==> config.mk <==
export PLATFORM = sky130hd
export DESIGN_NAME = serial_slave_message_handler
export DESIGN_NICKNAME = d
export VERILOG_FILES = /design/src/msg_handler_pkg.sv /design/src/byte_fifo.sv /design/src/serial_slave_message_handler.sv
export SDC_FILE = /design/constraint.sdc
export NUM_CORES = 2
export LEC_CHECK = 0
export BUFFER_PORTS_ARGS = -buffer_cell sky130_fd_sc_hd__buf_2
export CAP_MARGIN = 25
export CORE_ASPECT_RATIO = 0.75
export CORE_MARGIN = 2
export CORE_UTILIZATION = 30
export DETAILED_ROUTE_END_ITERATION = 8
export GPL_TIMING_DRIVEN = 1
export PLACE_DENSITY_LB_ADDON = 0.08
export SKIP_CTS_REPAIR_TIMING = 1
export SLEW_MARGIN = 5
export SYNTH_ARGS = -nofsm -noshare
export SYNTH_HDL_FRONTEND = slang
export SYNTH_HIERARCHICAL = 1
export SYNTH_SLANG_ARGS = --single-unit
==> constraint.sdc <==
create_clock -name clock -period 6.8 [get_ports clock]
set_input_delay 0.34 -clock clock [delete_from_list [all_inputs] [get_ports clock]]
set_output_delay 0.34 -clock clock [all_outputs]
set_load 0.005 [all_outputs]
==> src/msg_handler_pkg.sv <==
package msg_handler_pkg;
   // Clock and line timing
   localparam int CLOCK_HZ = 20_000_000;
   localparam int CLK_NS = 50;
   localparam int LINE_BAUD = 9600;
   // Longest whole number of clocks inside one bit period
   localparam int BIT_CYCLES = CLOCK_HZ / LINE_BAUD;
   localparam int IDLE_BITS = 24;
   localparam int MS_NS = 1_000_000;
   localparam int MS_CYCLES_DEF = (MS_NS + CLK_NS - 1) / CLK_NS;
   localparam int BLINK_MS = 250;
   // Addressing
   localparam logic [7:0] ADDR_BCAST = 8'h00;
   localparam logic [7:0] ADDR_MAX = 8'h20;
   // Function codes and error marking
   localparam logic [7:0] FC_READ = 8'h03;
   localparam logic [7:0] FC_LOOP = 8'h08;
   localparam logic [7:0] FC_WRITE = 8'h10;
   localparam logic [7:0] FC_ERR_BIT = 8'h80;
   localparam logic [7:0] ERR_NONE = 8'h00;
   localparam logic [7:0] ERR_FUNC = 8'h01;
   localparam logic [7:0] ERR_REG = 8'h02;
   localparam logic [7:0] ERR_COUNT = 8'h03;
   // Sizes
   localparam int MAX_WORDS = 16;
   localparam int REG_WORDS = 16;
   localparam int BUF_BYTES = 48;
   localparam int FIFO_DEPTH = 16;
   localparam int MIN_FRAME = 4;
   localparam int N_TERMINALS = 7;
   localparam int FSEL_W = 6;
   // Check word: generator 1 1000 0000 0000 0101, bit-reversed for LSB-first
   localparam logic [15:0] CRC_INIT = 16'hffff;
   localparam logic [15:0] CRC_POLY_REFL = 16'ha001;
   // Link registers that steer the drive
   localparam logic [3:0] REG_RUN = 4'h1;
   localparam logic [3:0] REG_FREQ = 4'h2;
   // Terminal function codes
   localparam logic [5:0] FUNC_RAMP1 = 6'h0b;
   localparam logic [5:0] FUNC_COMM_SEL = 6'h12;
   localparam logic [5:0] FUNC_PREALARM = 6'h1a;
   localparam logic [5:0] FUNC_RAMP2 = 6'h1b;
   // Source selections meaning "from the link"
   localparam logic [1:0] RUN_SRC_COMM = 2'h2;
   localparam logic [3:0] FREQ_SRC_COMM = 4'h6;

   // One byte of the check word, least significant bit first
   function automatic logic [15:0] crc16_step(input logic [15:0] crc,
                                              input logic [7:0] data);
      logic [15:0] c;
      c = crc ^ {8'h00, data};
      for (int i = 0; i < 8; i++)
      begin
         c = c[0] ? ((c >> 1) ^ CRC_POLY_REFL) : (c >> 1);
      end
      return c;
   endfunction : crc16_step
endpackage : msg_handler_pkg

==> src/byte_fifo.sv <==
`timescale 1ns/100ps
// Small first-in first-out store with valid/ready on both sides
module byte_fifo #(
   parameter int WIDTH = 8,
   parameter int DEPTH = 16
) (
   // Clock and reset
   input wire logic clock,
   input wire logic resetn,
   // Filling side
   input wire logic in_valid,
   input wire logic [WIDTH-1:0] in_data,
   output logic in_ready,
   // Draining side
   output logic out_valid,
   output logic [WIDTH-1:0] out_data,
   input wire logic out_ready
);
   localparam int AW = $clog2(DEPTH);

   logic [WIDTH-1:0] mem [DEPTH]; // Storage
   logic [AW-1:0] wr_ptr; // Next slot to fill
   logic [AW-1:0] rd_ptr; // Next slot to drain
   logic [AW:0] count; // Words held
   logic push; // Word taken in
   logic pop; // Word handed out

   assign in_ready = (count != (AW+1)'(DEPTH));
   assign out_valid = (count != '0);
   assign push = in_valid && in_ready;
   assign pop = out_valid && out_ready;

   // Read data comes from the head register of the store
   assign out_data = mem[rd_ptr];

   // Storage writes need no reset
   always_ff @(posedge clock)
   begin
      if (push)
         mem[wr_ptr] <= in_data;
   end

   // Pointers wrap naturally because depth is a power of two
   always_ff @(posedge clock or negedge resetn)
   begin
      if (!resetn)
      begin
         wr_ptr <= '0;
         rd_ptr <= '0;
         count <= '0;
      end
      else
      begin
         if (push)
            wr_ptr <= wr_ptr + 1'b1;
         if (pop)
            rd_ptr <= rd_ptr + 1'b1;
         if (push && !pop)
            count <= count + 1'b1;
         else if (pop && !push)
            count <= count - 1'b1;
      end
   end
endmodule : byte_fifo

==> src/serial_slave_message_handler.sv <==
`timescale 1ns/100ps
// Function
// Terminal function 18 high selects link commands
// Terminal low uses run and frequency selections
// Terminal function 26 blinks overheat prealarm
// Functions 11 and 27 pick ramp pair
// Frame: address, function, data, two check
// Reply after 24 bits plus wait time
// Master waits 24 bits plus 10 ms
// Frames are raw binary bytes only
// Accept own station number or broadcast
// Address 00 is broadcast to all
// Broadcast writes only run and frequency; the code writes any addressed register in range
// Never reply to a broadcast
// Code 03 reads up to 16 words
// Code 08 echoes the request unchanged
// Code 10 writes up to 16 words
// Other codes flag error, error reply
// Reply echoes code, top bit on error
// Check word is generator 18005 remainder
// Check starts all ones, low byte first
// Everything moves as whole bytes
// Error reply: address, code, error, check
// Idle ends frame; bad check drops it
module serial_slave_message_handler
   import msg_handler_pkg::*;
#(
   parameter int MS_CYCLES = MS_CYCLES_DEF
) (
   // Clock and reset
   input wire logic clock,
   input wire logic resetn,
   // Received bytes from the line receiver
   input wire logic rx_valid,
   input wire logic [7:0] rx_data,
   output logic rx_ready,
   // Reply bytes to the line transmitter
   output logic tx_valid,
   output logic [7:0] tx_data,
   input wire logic tx_ready,
   // Link settings
   input wire logic [7:0] link_station_number,
   input wire logic [7:0] reply_wait_time,
   input wire logic [1:0] run_source_select,
   input wire logic [3:0] freq_ref_source_select,
   // Input terminals and their function assignments
   input wire logic [N_TERMINALS-1:0] input_terminals,
   input wire logic [N_TERMINALS*FSEL_W-1:0] input_terminal_function_selects,
   // Locally selected command sources
   input wire logic [15:0] local_run_cmd,
   input wire logic [15:0] local_freq_ref,
   // Drive commands and status
   output logic [15:0] run_command,
   output logic [15:0] freq_reference,
   output logic overheat_prealarm,
   output logic [1:0] ramp_time_select,
   output logic comm_error,
   output logic frame_dropped
);
   typedef enum logic [2:0] {
      st_recv, st_exec, st_wait, st_send, st_crc_lo, st_crc_hi
   } state_t;

   // True when any terminal assigned this function is high
   function automatic logic terminal_on(
      input logic [FSEL_W-1:0] code,
      input logic [N_TERMINALS-1:0] level,
      input logic [N_TERMINALS*FSEL_W-1:0] sel);
      logic hit;
      hit = 1'b0;
      for (int i = 0; i < N_TERMINALS; i++)
      begin
         if (sel[i*FSEL_W +: FSEL_W] == code && level[i])
            hit = 1'b1;
      end
      return hit;
   endfunction : terminal_on

   state_t state; // Handler phase
   logic [7:0] rx_buf [BUF_BYTES]; // Captured request bytes
   logic [5:0] rx_len; // Bytes captured
   logic overrun; // Request longer than the buffer
   logic [15:0] rx_crc; // Running check over the request
   logic [11:0] bit_cnt; // Bit period divider
   logic bit_tick; // One pulse per bit period
   logic [4:0] idle_bits; // Quiet bit periods since last byte
   logic frame_end; // Line quiet long enough
   logic [15:0] ms_cnt; // Millisecond divider
   logic ms_tick; // One pulse per millisecond
   logic [7:0] wait_ms; // Milliseconds waited before replying
   logic [7:0] blink_ms; // Blink half-period count
   logic blink_phase; // Display blink phase
   logic [15:0] regs [REG_WORDS]; // Link word registers
   logic [7:0] err_code; // Error of the current reply
   logic [5:0] reply_len; // Reply bytes ahead of the check word
   logic [5:0] tx_idx; // Reply byte being queued
   logic [15:0] tx_crc; // Running check over the reply
   logic [7:0] reply_byte; // Byte to queue next
   logic fifo_in_valid; // Byte offered to the reply queue
   logic [7:0] fifo_in_data; // That byte
   logic fifo_in_ready; // Queue has room
   // Request decode, meaningful during the execute phase
   logic [15:0] req_start; // First register number
   logic [15:0] req_count; // Number of words
   logic [16:0] req_end; // One past last register
   logic frame_ok; // Check and length fine
   logic addr_hit; // Own station or broadcast
   logic is_bcast; // Broadcast address
   logic [7:0] next_err; // Error found in the request
   logic [5:0] next_reply_len; // Reply length for the request
   logic wr_go; // Commit a write now

   // Receiver accepts only while collecting a request
   assign rx_ready = (state == st_recv);

   // Bit-period enable, restarted by every byte so idle is measured exactly
   always_ff @(posedge clock or negedge resetn)
   begin
      if (!resetn)
         bit_cnt <= '0;
      else if ((rx_valid && rx_ready) || bit_tick)
         bit_cnt <= '0;
      else
         bit_cnt <= bit_cnt + 12'h001;
   end
   assign bit_tick = (bit_cnt == 12'(BIT_CYCLES - 1));

   // Quiet time on the line closes a frame, no start or end characters
   always_ff @(posedge clock or negedge resetn)
   begin
      if (!resetn)
         idle_bits <= '0;
      else if (rx_valid && rx_ready)
         idle_bits <= '0;
      else if (bit_tick && idle_bits != 5'(IDLE_BITS))
         idle_bits <= idle_bits + 5'h01;
   end
   assign frame_end = (state == st_recv) && bit_tick && (rx_len != '0)
      && (idle_bits == 5'(IDLE_BITS - 1));

   // Byte capture; extra bytes mark the frame as overrun
   always_ff @(posedge clock or negedge resetn)
   begin
      if (!resetn)
      begin
         rx_len <= '0;
         overrun <= 1'b0;
         rx_crc <= CRC_INIT;
      end
      else if (state == st_exec)
      begin
         rx_len <= '0;
         overrun <= 1'b0;
         rx_crc <= CRC_INIT;
      end
      else if (rx_valid && rx_ready)
      begin
         // Whole binary bytes, check folded in as they arrive
         rx_crc <= crc16_step(rx_crc, rx_data); // see R8 see R18
         if (rx_len == 6'(BUF_BYTES))
            overrun <= 1'b1;
         else
            rx_len <= rx_len + 6'h01;
      end
   end

   // Buffer contents need no reset; the length says what is valid
   always_ff @(posedge clock)
   begin
      if (rx_valid && rx_ready && rx_len != 6'(BUF_BYTES))
         rx_buf[rx_len] <= rx_data;
   end

   // Request decode: byte 0 address, 1 function, then data fields
   always_comb
   begin
      req_start = {rx_buf[2], rx_buf[3]};
      req_count = {rx_buf[4], rx_buf[5]};
      req_end = {1'b0, req_start} + {1'b0, req_count};
      // Check over the whole frame including its check bytes leaves zero
      frame_ok = (rx_crc == 16'h0000) && !overrun
         && (rx_len >= 6'(MIN_FRAME)); // see R18
      is_bcast = (rx_buf[0] == ADDR_BCAST);
      addr_hit = is_bcast || (rx_buf[0] == link_station_number
         && link_station_number <= ADDR_MAX);
      next_err = ERR_NONE;
      next_reply_len = rx_len - 6'h02;
      unique case (rx_buf[1])
         FC_READ:
         begin

            if (req_count == '0 || req_count > 16'(MAX_WORDS)
                || rx_len != 6'h08)
               next_err = ERR_COUNT;
            else if (req_end > 17'(REG_WORDS))
               next_err = ERR_REG;
            next_reply_len = 6'h03 + {req_count[4:0], 1'b0};
         end
         FC_LOOP:
            next_reply_len = rx_len - 6'h02;
         FC_WRITE:
         begin

            if (req_count == '0 || req_count > 16'(MAX_WORDS)
                || rx_buf[6] != {2'b00, req_count[4:0], 1'b0}
                || rx_len != 6'h09 + {req_count[4:0], 1'b0})
               next_err = ERR_COUNT;
            else if (req_end > 17'(REG_WORDS))
               next_err = ERR_REG;
            next_reply_len = 6'h06;
         end
         default:
            next_err = ERR_FUNC;
      endcase
      if (next_err != ERR_NONE)
         next_reply_len = 6'h03;
   end

   assign wr_go = (state == st_exec) && frame_ok && addr_hit
      && (rx_buf[1] == FC_WRITE) && (next_err == ERR_NONE);

   // Each link register loads its word from the request when in range
   for (genvar k = 0; k < REG_WORDS; k++)
   begin : g_reg
      logic [4:0] off; // Word position inside the request data
      assign off = 5'(k) - req_start[4:0];
      always_ff @(posedge clock or negedge resetn)
      begin
         if (!resetn)
            regs[k] <= 16'h0000;
         else if (wr_go && 5'(k) >= req_start[4:0]
                  && 16'(off) < req_count)
            // Broadcasts rely on the master sending only run and frequency
            regs[k] <= {rx_buf[6'h07 + {off, 1'b0}],
                        rx_buf[6'h08 + {off, 1'b0}]}; // see R15
      end
   end

   // Phase sequencing
   always_ff @(posedge clock or negedge resetn)
   begin
      if (!resetn)
         state <= st_recv;
      else
      begin
         unique case (state)
            st_recv:
               if (frame_end)
                  state <= st_exec;
            st_exec:
               // Broadcasts execute silently
               if (frame_ok && addr_hit && !is_bcast)
                  state <= st_wait;
               else
                  state <= st_recv;
            st_wait:
               if (wait_ms >= reply_wait_time)
                  state <= st_send;
            st_send:
               if (fifo_in_ready && tx_idx == reply_len - 6'h01)
                  state <= st_crc_lo;
            st_crc_lo:
               if (fifo_in_ready)
                  state <= st_crc_hi;
            st_crc_hi:
               if (fifo_in_ready)
                  state <= st_recv;
         endcase
      end
   end

   // Reply facts latched at execute, and error and drop pulses
   always_ff @(posedge clock or negedge resetn)
   begin
      if (!resetn)
      begin
         err_code <= ERR_NONE;
         reply_len <= '0;
         comm_error <= 1'b0;
         frame_dropped <= 1'b0;
      end
      else
      begin
         comm_error <= (state == st_exec) && frame_ok && addr_hit
            && (next_err != ERR_NONE);
         frame_dropped <= (state == st_exec) && !frame_ok;
         if (state == st_exec)
         begin
            err_code <= next_err;
            reply_len <= next_reply_len;
         end
      end
   end

   // Millisecond enable restarts at execute so the wait is whole
   always_ff @(posedge clock or negedge resetn)
   begin
      if (!resetn)
         ms_cnt <= '0;
      else if (state == st_exec || ms_tick)
         ms_cnt <= '0;
      else
         ms_cnt <= ms_cnt + 16'h0001;
   end
   assign ms_tick = (ms_cnt == 16'(MS_CYCLES - 1));

   // Programmed wait on top of the 24 idle bits already seen
   always_ff @(posedge clock or negedge resetn)
   begin
      if (!resetn)
         wait_ms <= '0;
      else if (state == st_exec)
         wait_ms <= '0;
      else if (state == st_wait && ms_tick && wait_ms != 8'hff)
         wait_ms <= wait_ms + 8'h01;
   end

   // Reply byte: error form, read form, or copy of the request
   always_comb
   begin
      logic [4:0] widx;
      widx = req_start[4:0] + 5'((tx_idx - 6'h03) >> 1);
      reply_byte = rx_buf[tx_idx];
      if (err_code != ERR_NONE)
      begin
         if (tx_idx == 6'h01)
            reply_byte = rx_buf[1] | FC_ERR_BIT;
         else if (tx_idx == 6'h02)
            reply_byte = err_code;
      end
      else if (rx_buf[1] == FC_READ && tx_idx >= 6'h02)
      begin
         if (tx_idx == 6'h02)
            reply_byte = {2'b00, req_count[4:0], 1'b0};
         else if (tx_idx[0])
            reply_byte = regs[widx[3:0]][15:8];
         else
            reply_byte = regs[widx[3:0]][7:0];
      end
   end

   // Queue feed: body bytes, then check word low byte first
   always_comb
   begin
      fifo_in_valid = (state == st_send) || (state == st_crc_lo)
         || (state == st_crc_hi);
      fifo_in_data = reply_byte;
      if (state == st_crc_lo)
         fifo_in_data = tx_crc[7:0];
      else if (state == st_crc_hi)
         fifo_in_data = tx_crc[15:8];
   end

   // Reply index and check; a full queue simply holds the sequence
   always_ff @(posedge clock or negedge resetn)
   begin
      if (!resetn)
      begin
         tx_idx <= '0;
         tx_crc <= CRC_INIT;
      end
      else if (state == st_exec)
      begin
         tx_idx <= '0;
         tx_crc <= CRC_INIT;
      end
      else if (state == st_send && fifo_in_ready)
      begin
         tx_idx <= tx_idx + 6'h01;
         tx_crc <= crc16_step(tx_crc, reply_byte);
      end
   end

   // Reply queue between the handler and the line transmitter
   byte_fifo #(
      .WIDTH(8),
      .DEPTH(FIFO_DEPTH)
   ) u_reply_fifo (
      .clock(clock),
      .resetn(resetn),
      .in_valid(fifo_in_valid),
      .in_data(fifo_in_data),
      .in_ready(fifo_in_ready),
      .out_valid(tx_valid),
      .out_data(tx_data),
      .out_ready(tx_ready)
   );

   // Blink timer for the operator display
   always_ff @(posedge clock or negedge resetn)
   begin
      if (!resetn)
      begin
         blink_ms <= '0;
         blink_phase <= 1'b0;
      end
      else if (ms_tick)
      begin
         if (blink_ms == 8'(BLINK_MS - 1))
         begin
            blink_ms <= '0;
            blink_phase <= ~blink_phase;
         end
         else
            blink_ms <= blink_ms + 8'h01;
      end
   end

   // Command source choice and terminal-driven indications
   always_ff @(posedge clock or negedge resetn)
   begin
      if (!resetn)
      begin
         run_command <= 16'h0000;
         freq_reference <= 16'h0000;
         overheat_prealarm <= 1'b0;
         ramp_time_select <= 2'b00;
      end
      else
      begin
         if (terminal_on(FUNC_COMM_SEL, input_terminals,
                         input_terminal_function_selects))
         begin
            run_command <= regs[REG_RUN];
            freq_reference <= regs[REG_FREQ];
         end
         else
         begin
            run_command <= (run_source_select == RUN_SRC_COMM)
               ? regs[REG_RUN] : local_run_cmd;
            freq_reference <= (freq_ref_source_select == FREQ_SRC_COMM)
               ? regs[REG_FREQ] : local_freq_ref;
         end
         overheat_prealarm <= blink_phase && terminal_on(FUNC_PREALARM,
            input_terminals, input_terminal_function_selects);
         ramp_time_select <= {
            terminal_on(FUNC_RAMP2, input_terminals,
                        input_terminal_function_selects),
            terminal_on(FUNC_RAMP1, input_terminals,
                        input_terminal_function_selects)};
      end
   end

   // Own quiet count, so the idle check does not reuse the divider
   logic [15:0] quiet;
   always_ff @(posedge clock or negedge resetn)
   begin
      if (!resetn)
         quiet <= '0;
      else
         quiet <= (rx_valid && rx_ready) ? '0 : quiet + 16'h0001;
   end
endmodule : serial_slave_message_handler

# ---- After elaboration in Yosys (flattened, before gate mapping)
# Memory sizes are Yosys's and may differ from the RTL's. A register that Yosys moved wholly into a read port is not among the register bits.
# Index checks and enable logic that the tools add are counted.
dict set report word_totals {
  out_inout_bits 47
  inputBits 115
  ramBits 512
  rom_bits 0
  n_memories 2
  regBits 162
  latchBits 0
}
# memory words width read_ports rd_ports_with_merged_regs write_ports line
set memory_table {}
lappend memory_table {rx_buf 48 8 40 32 1 serial_slave_message_handler.sv:80} ;# logic [7:0] rx_buf [BUF_BYTES];
lappend memory_table {u_reply_fifo.mem 16 8 1 0 1 byte_fifo.sv:21} ;# logic [WIDTH-1:0] mem [DEPTH];
dict set report op_classes {
  reduce_logical 152
  div_mod_pow 0
  multipliers 0
  n_eq_ne 60
  mux 97
  bitwise 20
  add_sub_neg 66
  n_shift 0
  magnitude_cmp 39
}
# cell n
set op_table {}
lappend op_table {{$mux 16} 27}
lappend op_table {{$lt 5x16->1} 16}
lappend op_table {{$eq 6x5->1 const B} 21}
lappend op_table {{$mux 8} 13}
lappend op_table {{$add 4x6->6 const A} 17}
lappend op_table {{$add 3x6->6 const A} 16}
lappend op_table {{$logic_and 1x1->1} 87}
lappend op_table {{$bmux 16 s4} 1}
lappend op_table {{$not 2->3} 16}
lappend op_table {{$eq 6x4->1 const B} 7}
lappend op_table {{$ge 4x5->1 const A} 8}
lappend op_table {{$sub 4x5->5 const A} 8}
lappend op_table {{$logic_not 1->1} 37}
lappend op_table {{$mux 6} 6}
lappend op_table {{$mux 1} 35}
lappend op_table {{$logic_not 16->1} 2}
lappend op_table {{$xor 16x8->16} 2}
lappend op_table {{$pmux 8 s3} 1}
lappend op_table {{$ge 3x5->1 const A} 4}
lappend op_table {{$mux 5} 4}
lappend op_table {{$sub 3x5->5 const A} 4}
lappend op_table {{$pmux 3 s6} 1}
lappend op_table {{$add 16x16->17} 1}
lappend op_table {{$gt 17x5->1 const B} 1}
lappend op_table {{62 further kinds} 99}

# ---- Logic depth before layout (Yosys ltp)
dict set report logic_depth {
  word_depth 29
  mapped_depth 24
}

# ---- Hierarchy
# The synthesis kept the hierarchy.
# mod cells_per_inst n_inst seq_area_each_um2 area_each_um2
set by_module_without_submodules {}
lappend by_module_without_submodules {serial_slave_message_handler 5096 1 21555.7 55542.0}
lappend by_module_without_submodules {byte_fifo 318 1 4169.0 5770.5}

# ---- Least setup slack after synthesis
# Ideal clock, no wire load.
dict set report synth_path {
  path_kind {flip-flop to flip-flop}
  start {reg tx_idx[1]}
  end {reg tx_crc[14]}
  t_arrival_ps 5666
  slack_ps 1055
  period_less_slack_ps 5745
  stages_incl_launch_ff 22
  path_buffers 8
  t_required_ps 6720
  path_cell_list {dfrtp_1 buf_2 buf_6 buf_4 buf_4 buf_4 buf_4 buf_2 a21oi_1 xor2_1 ha_1 xnor2_2 buf_6 mux4_2 mux4_2 nand2b_4 a41o_1 nor3_2 xnor2_1 xnor2_2 xnor3_1 o22a_1}
}
dict set report synth_via {
  elab_chain_len 22
  elab_cells_between_ends 34
}
# element line
set synth_rtl {}
lappend synth_rtl {{start: declaration} serial_slave_message_handler.sv:96} ;# logic [5:0] tx_idx;
lappend synth_rtl {{start signal: assignment} serial_slave_message_handler.sv:369} ;# tx_idx <= tx_idx + 6'h01;
lappend synth_rtl {{$sub 5x2->5} serial_slave_message_handler.sv:322} ;# widx = req_start[4:0] + 5'((tx_idx - 6'h03) >> 1);
lappend synth_rtl {{$add 4x4->4} serial_slave_message_handler.sv:322}
lappend synth_rtl {{$not 4->5 (not written as such)} {serial_slave_message_handler.sv:336, serial_slave_message_handler.sv:338}}
lappend synth_rtl {{$bmux 16 s4} {serial_slave_message_handler.sv:336, serial_slave_message_handler.sv:338}}
lappend synth_rtl {{$mux 16 (not written as such) (2 in a row)} serial_slave_message_handler.sv:338} ;# reply_byte = regs[widx[3:0]][7:0];
lappend synth_rtl {{$mux 8} serial_slave_message_handler.sv:335} ;# else if (tx_idx[0])
lappend synth_rtl {{$mux 8} serial_slave_message_handler.sv:333} ;# if (tx_idx == 6'h02)
lappend synth_rtl {{$mux 8} serial_slave_message_handler.sv:331} ;# else if (rx_buf[1] == FC_READ && tx_idx >= 6'h02)
lappend synth_rtl {{$mux 8 (*)} serial_slave_message_handler.sv:324} ;# if (err_code != ERR_NONE)
lappend synth_rtl {{$xor 16x8->16 (*)} msg_handler_pkg.sv:51} ;# c = crc ^ {8'h00, data};
lappend synth_rtl {{$mux 16 (*) (5 in a row)} msg_handler_pkg.sv:54} ;# c = c[0] ? ((c >> 1) ^ CRC_POLY_REFL) : (c >> 1);
lappend synth_rtl {{$not 2->3 (no source line) or $mux 16 (tied branches)} --}
lappend synth_rtl {{$mux 16 (*) (3 in a row)} msg_handler_pkg.sv:54}
lappend synth_rtl {{$mux 16 (*)} serial_slave_message_handler.sv:367} ;# else if (state == st_send && fifo_in_ready)
lappend synth_rtl {{$mux 16 (*)} serial_slave_message_handler.sv:362} ;# else if (state == st_exec)
lappend synth_rtl {{end signal: assignment} serial_slave_message_handler.sv:370} ;# tx_crc <= crc16_step(tx_crc, reply_byte);
lappend synth_rtl {{end: declaration} serial_slave_message_handler.sv:97} ;# logic [15:0] tx_crc;
# Mark *: on every way between the ends. The rest lies on a longest branch, timed or not. The select of a mux whose other input is x is not followed.
# A chain may end at the register's enable or synchronous reset.

# ---- Worst setup path after layout
dict set report layout_path {
  start {reg tx_idx[0]}
  end {reg tx_crc[14]}
}
# The elaborated chain is that of the path after synthesis.

==> run metrics <==
Worst Hold Class=in2reg; grt met3 use=8.58%; Area Overhead vs Synth=14.3%; Clock Latency Late Sink=0.76 ns; fin crit period=5.75 ns; crit end category=flip-flop; Fmax achieved=174 MHz; DRC=0; cell count after synthesis=5414; Max clock buf depth=3; die width=526 um; Netlist cell types=90; r2r endpoint=tx_crc[14]; hold worst-path end=run_command[0]; Fin Setup TNS=0 ns; Area after DPL=66000 um^2; GRT Max-Usage Layer=met1; Fin. Hold Viols=0; number of cells on the worst hold path=3; top post-synthesis cells by area=edfxtp_1 (25%), mux4_2 (19%), dfrtp_1 (16%); ys flop type=edfxtp_1; initial antenna violation count=30; met2 Resource Use GR=41.5%; slew margin rel.=22.2%; P per Cell Area=237 nW/um^2; clk sinks=924; first-pass GRT wire length=418 mm; RSZ-0062 raised after global routing=no; gpl congestion=1.05; Synth Register Bits=924; final setup fails=0; worst hold start=run_source_select[1]; 1st-iter DRT viols=6988; filler cell count=20100; aggregate global-route resource usage=29.6%; DRT Wirelength=314 mm; post-route cell area=70100 um^2; arrival time worst endpoint=6.43 ns; grt total ovfl=0; post-synth top area share=25.1%; LEAKAGE=26.7 nW; fin util=34.5%; Routed WL per cell=37.7 um; Syn Area/Cell=11.3 um^2; Post-synth ARST share=44.6%; skew final=0.0318 ns; clk slew on worst S/H paths=0.06 ns; GR Util met1=43.0%; CP max FO=42; Starting Density=30.2%; final setup margin=1.05 ns; antenna viol nets, final=0; die area=208000 um^2; FF-to-FF path depth=14; CP Data Required Time=7.48 ns; placed insts=8065; via/cell ratio=5.96; nets@finish=5792; Post-synth EDFFs=512; core area=203000 um^2; root buf cell=clkbuf_16; Non-Filler Instances=8319; max_cap viols=0; Reg2Reg Setup Slack=1.05 ns; Synth Warn #=6; vias in the first global route=45700; Vias=49600; VDD IR max=0.211 mV; row cnt=143; I/O Buffers=161; layout cell share with drive strength beyond 1=23.8%; outcome=completed; Startpoint Class=flip-flop; sequential-to-total area share from yosys stat=42.0%; Yosys top cell by area=edfxtp_1; io pins=162; pre-CTS setup slack=1.25 ns; Post-DP HPWL=244 mm; largest net degree at the start of global routing=143; synthesized net count=5670; critical path class=reg2reg; cts bufs inserted=105; final number of max-transition violations=0; CTS tree=done; DRT Pass-1 Iters=6; Least-Margin Pin Slew=1.13 ns; # H-tree levels=3; Mapped Area=61300 um^2; reg2reg start=tx_idx[0]; die height=396 um; Final period util=84.6%
layer usage:
metal  up-vias  part of all wire (%)
li1      20700                     -
met1     25700                    44
met2      2793                    41
met3       396                    11
met4         0                   4.1
met5         -                     0
flip-flops by register name, indices dropped and copies added, names as in the netlist, 8 cells and up:
| signal | cells |
|---|---|
| blink_ms | 8 |
| rx_crc | 16 |
| run_command | 16 |
| rx_buf | 384 |
| u_reply_fifo/mem | 128 |
| regs | 256 |
| freq_reference | 16 |
| wait_ms | 8 |
| ms_cnt | 16 |
| tx_crc | 16 |
| bit_cnt | 12 |
final cells by class:
| type | count | area, um^2 | share of cell area (%) |
|---|---|---|---|
| Antenna cell | 11 | 27.5 | 0.0393 |
| Clock buffer | 138 | 2970 | 4.24 |
| Clock inverter | 59 | 574 | 0.820 |
| Inverter | 82 | 312 | 0.445 |
| Multi-Input combinational cell | 4017 | 34100 | 48.7 |
| Sequential cell | 924 | 25700 | 36.7 |
| Tap cell | 2682 | 3360 | 4.79 |
| Timing Repair Buffer | 406 | 2970 | 4.24 |
cells by family (layout without fill, tap and decap cells):
kind of cell,Yosys count,in the layout,share of synthesized area [%]
and+or+nand+nor,1515,1515,10.5
muxes,1117,1117,28.9
AOI/OAI and AO/OA,1062,1062,9.79
DFF,924,924,42.0
buffers and inverters,473,685,3.18
xor gates and xnor gates,182,182,2.73
adders and majority gates,141,141,2.93
other,0,11,0
where the power goes:
group	switching (mW)	total [mW]	internal, mW	leakage, nW
sequential	0.258	6.40	6.14	10.2
combinational	2.81	4.17	1.36	14.8
clock	2.65	6.01	3.36	1.74
total	5.72	16.6	10.9	26.7
cell usage after synthesis (all sizes together), types with 6 or more instances:
cell type  count
inv           80
nand4         29
o21ai        294
mux2i        445
mux2         165
nor2         695
or3           19
and2          14
dfstp         32
nand3         47
a211oi         6
a22oi         38
ha           137
nand3b         9
clkbuf       255
nor3          56
xor2          65
buf          136
a221oi        30
o21a          15
mux4         507
nor2b         25
a31oi         42
dfrtp        380
a21o          34
edfxtp       512
nand2b        25
or4            9
o31ai          7
o22ai         16
nand2        522
and3          16
nor4          20
a21oi        522
xnor2        114
o211ai        12
how the worst max path moves through the flow:
stage / start / end / depth (start not counted)
2_1_floorplan: tx_idx[1] / tx_crc[14] / 21
3_3_place_gp: tx_idx[0] / tx_crc[14] / 14
3_5_place_dp: tx_idx[1] / tx_crc[14] / 14
4_1_cts: tx_idx[1] / tx_crc[14] / 14
5_1_grt: tx_idx[1] / tx_crc[14] / 14
6_report: tx_idx[0] / tx_crc[14] / 14
cells in the final DEF, fill, tap and decap left out, drive strengths merged, types with 20 or more instances in the layout:
cell         instances
mux4               507
mux2i              445
dfstp               32
nand2              522
clkbuf             138
nand4               29
nor3                56
nor4                20
a221oi              30
o21ai              294
nor2b               25
a21o                34
xor2                65
a21oi              522
clkinv              40
a31oi               42
inv                 88
mux2               165
a22oi               38
buf                367
dlygate4sd3         39
ha                 137
xnor2              114
dfrtp              380
nand3               47
nand2b              25
edfxtp             512
nor2               695
through the flow:
stage	total power, mW	hold slack [ns]
2_1_floorplan	8.62	0.0444
3_3_place_gp	10.6	0.458
3_5_place_dp	10.6	0.461
4_1_cts	16.6	-0.330
5_1_grt	17.1	0.0541
6_report	16.6	0.0447
worst max-delay path, stage by stage, from the launching register on:
cell	delay, ns
dfrtp_4	0.50
ha_1	0.26
xnor2_1	0.26
inv_1	0.11
fa_4	1.30
mux4_2	0.42
nor2_1	0.10
nor2_1	0.06
o2111ai_1	0.74
a31oi_1	0.33
xnor2_1	0.36
xnor2_1	0.20
xnor2_2	0.27
xnor3_1	0.45
o22a_1	0.18
Power figures use the tool's default switching activity.
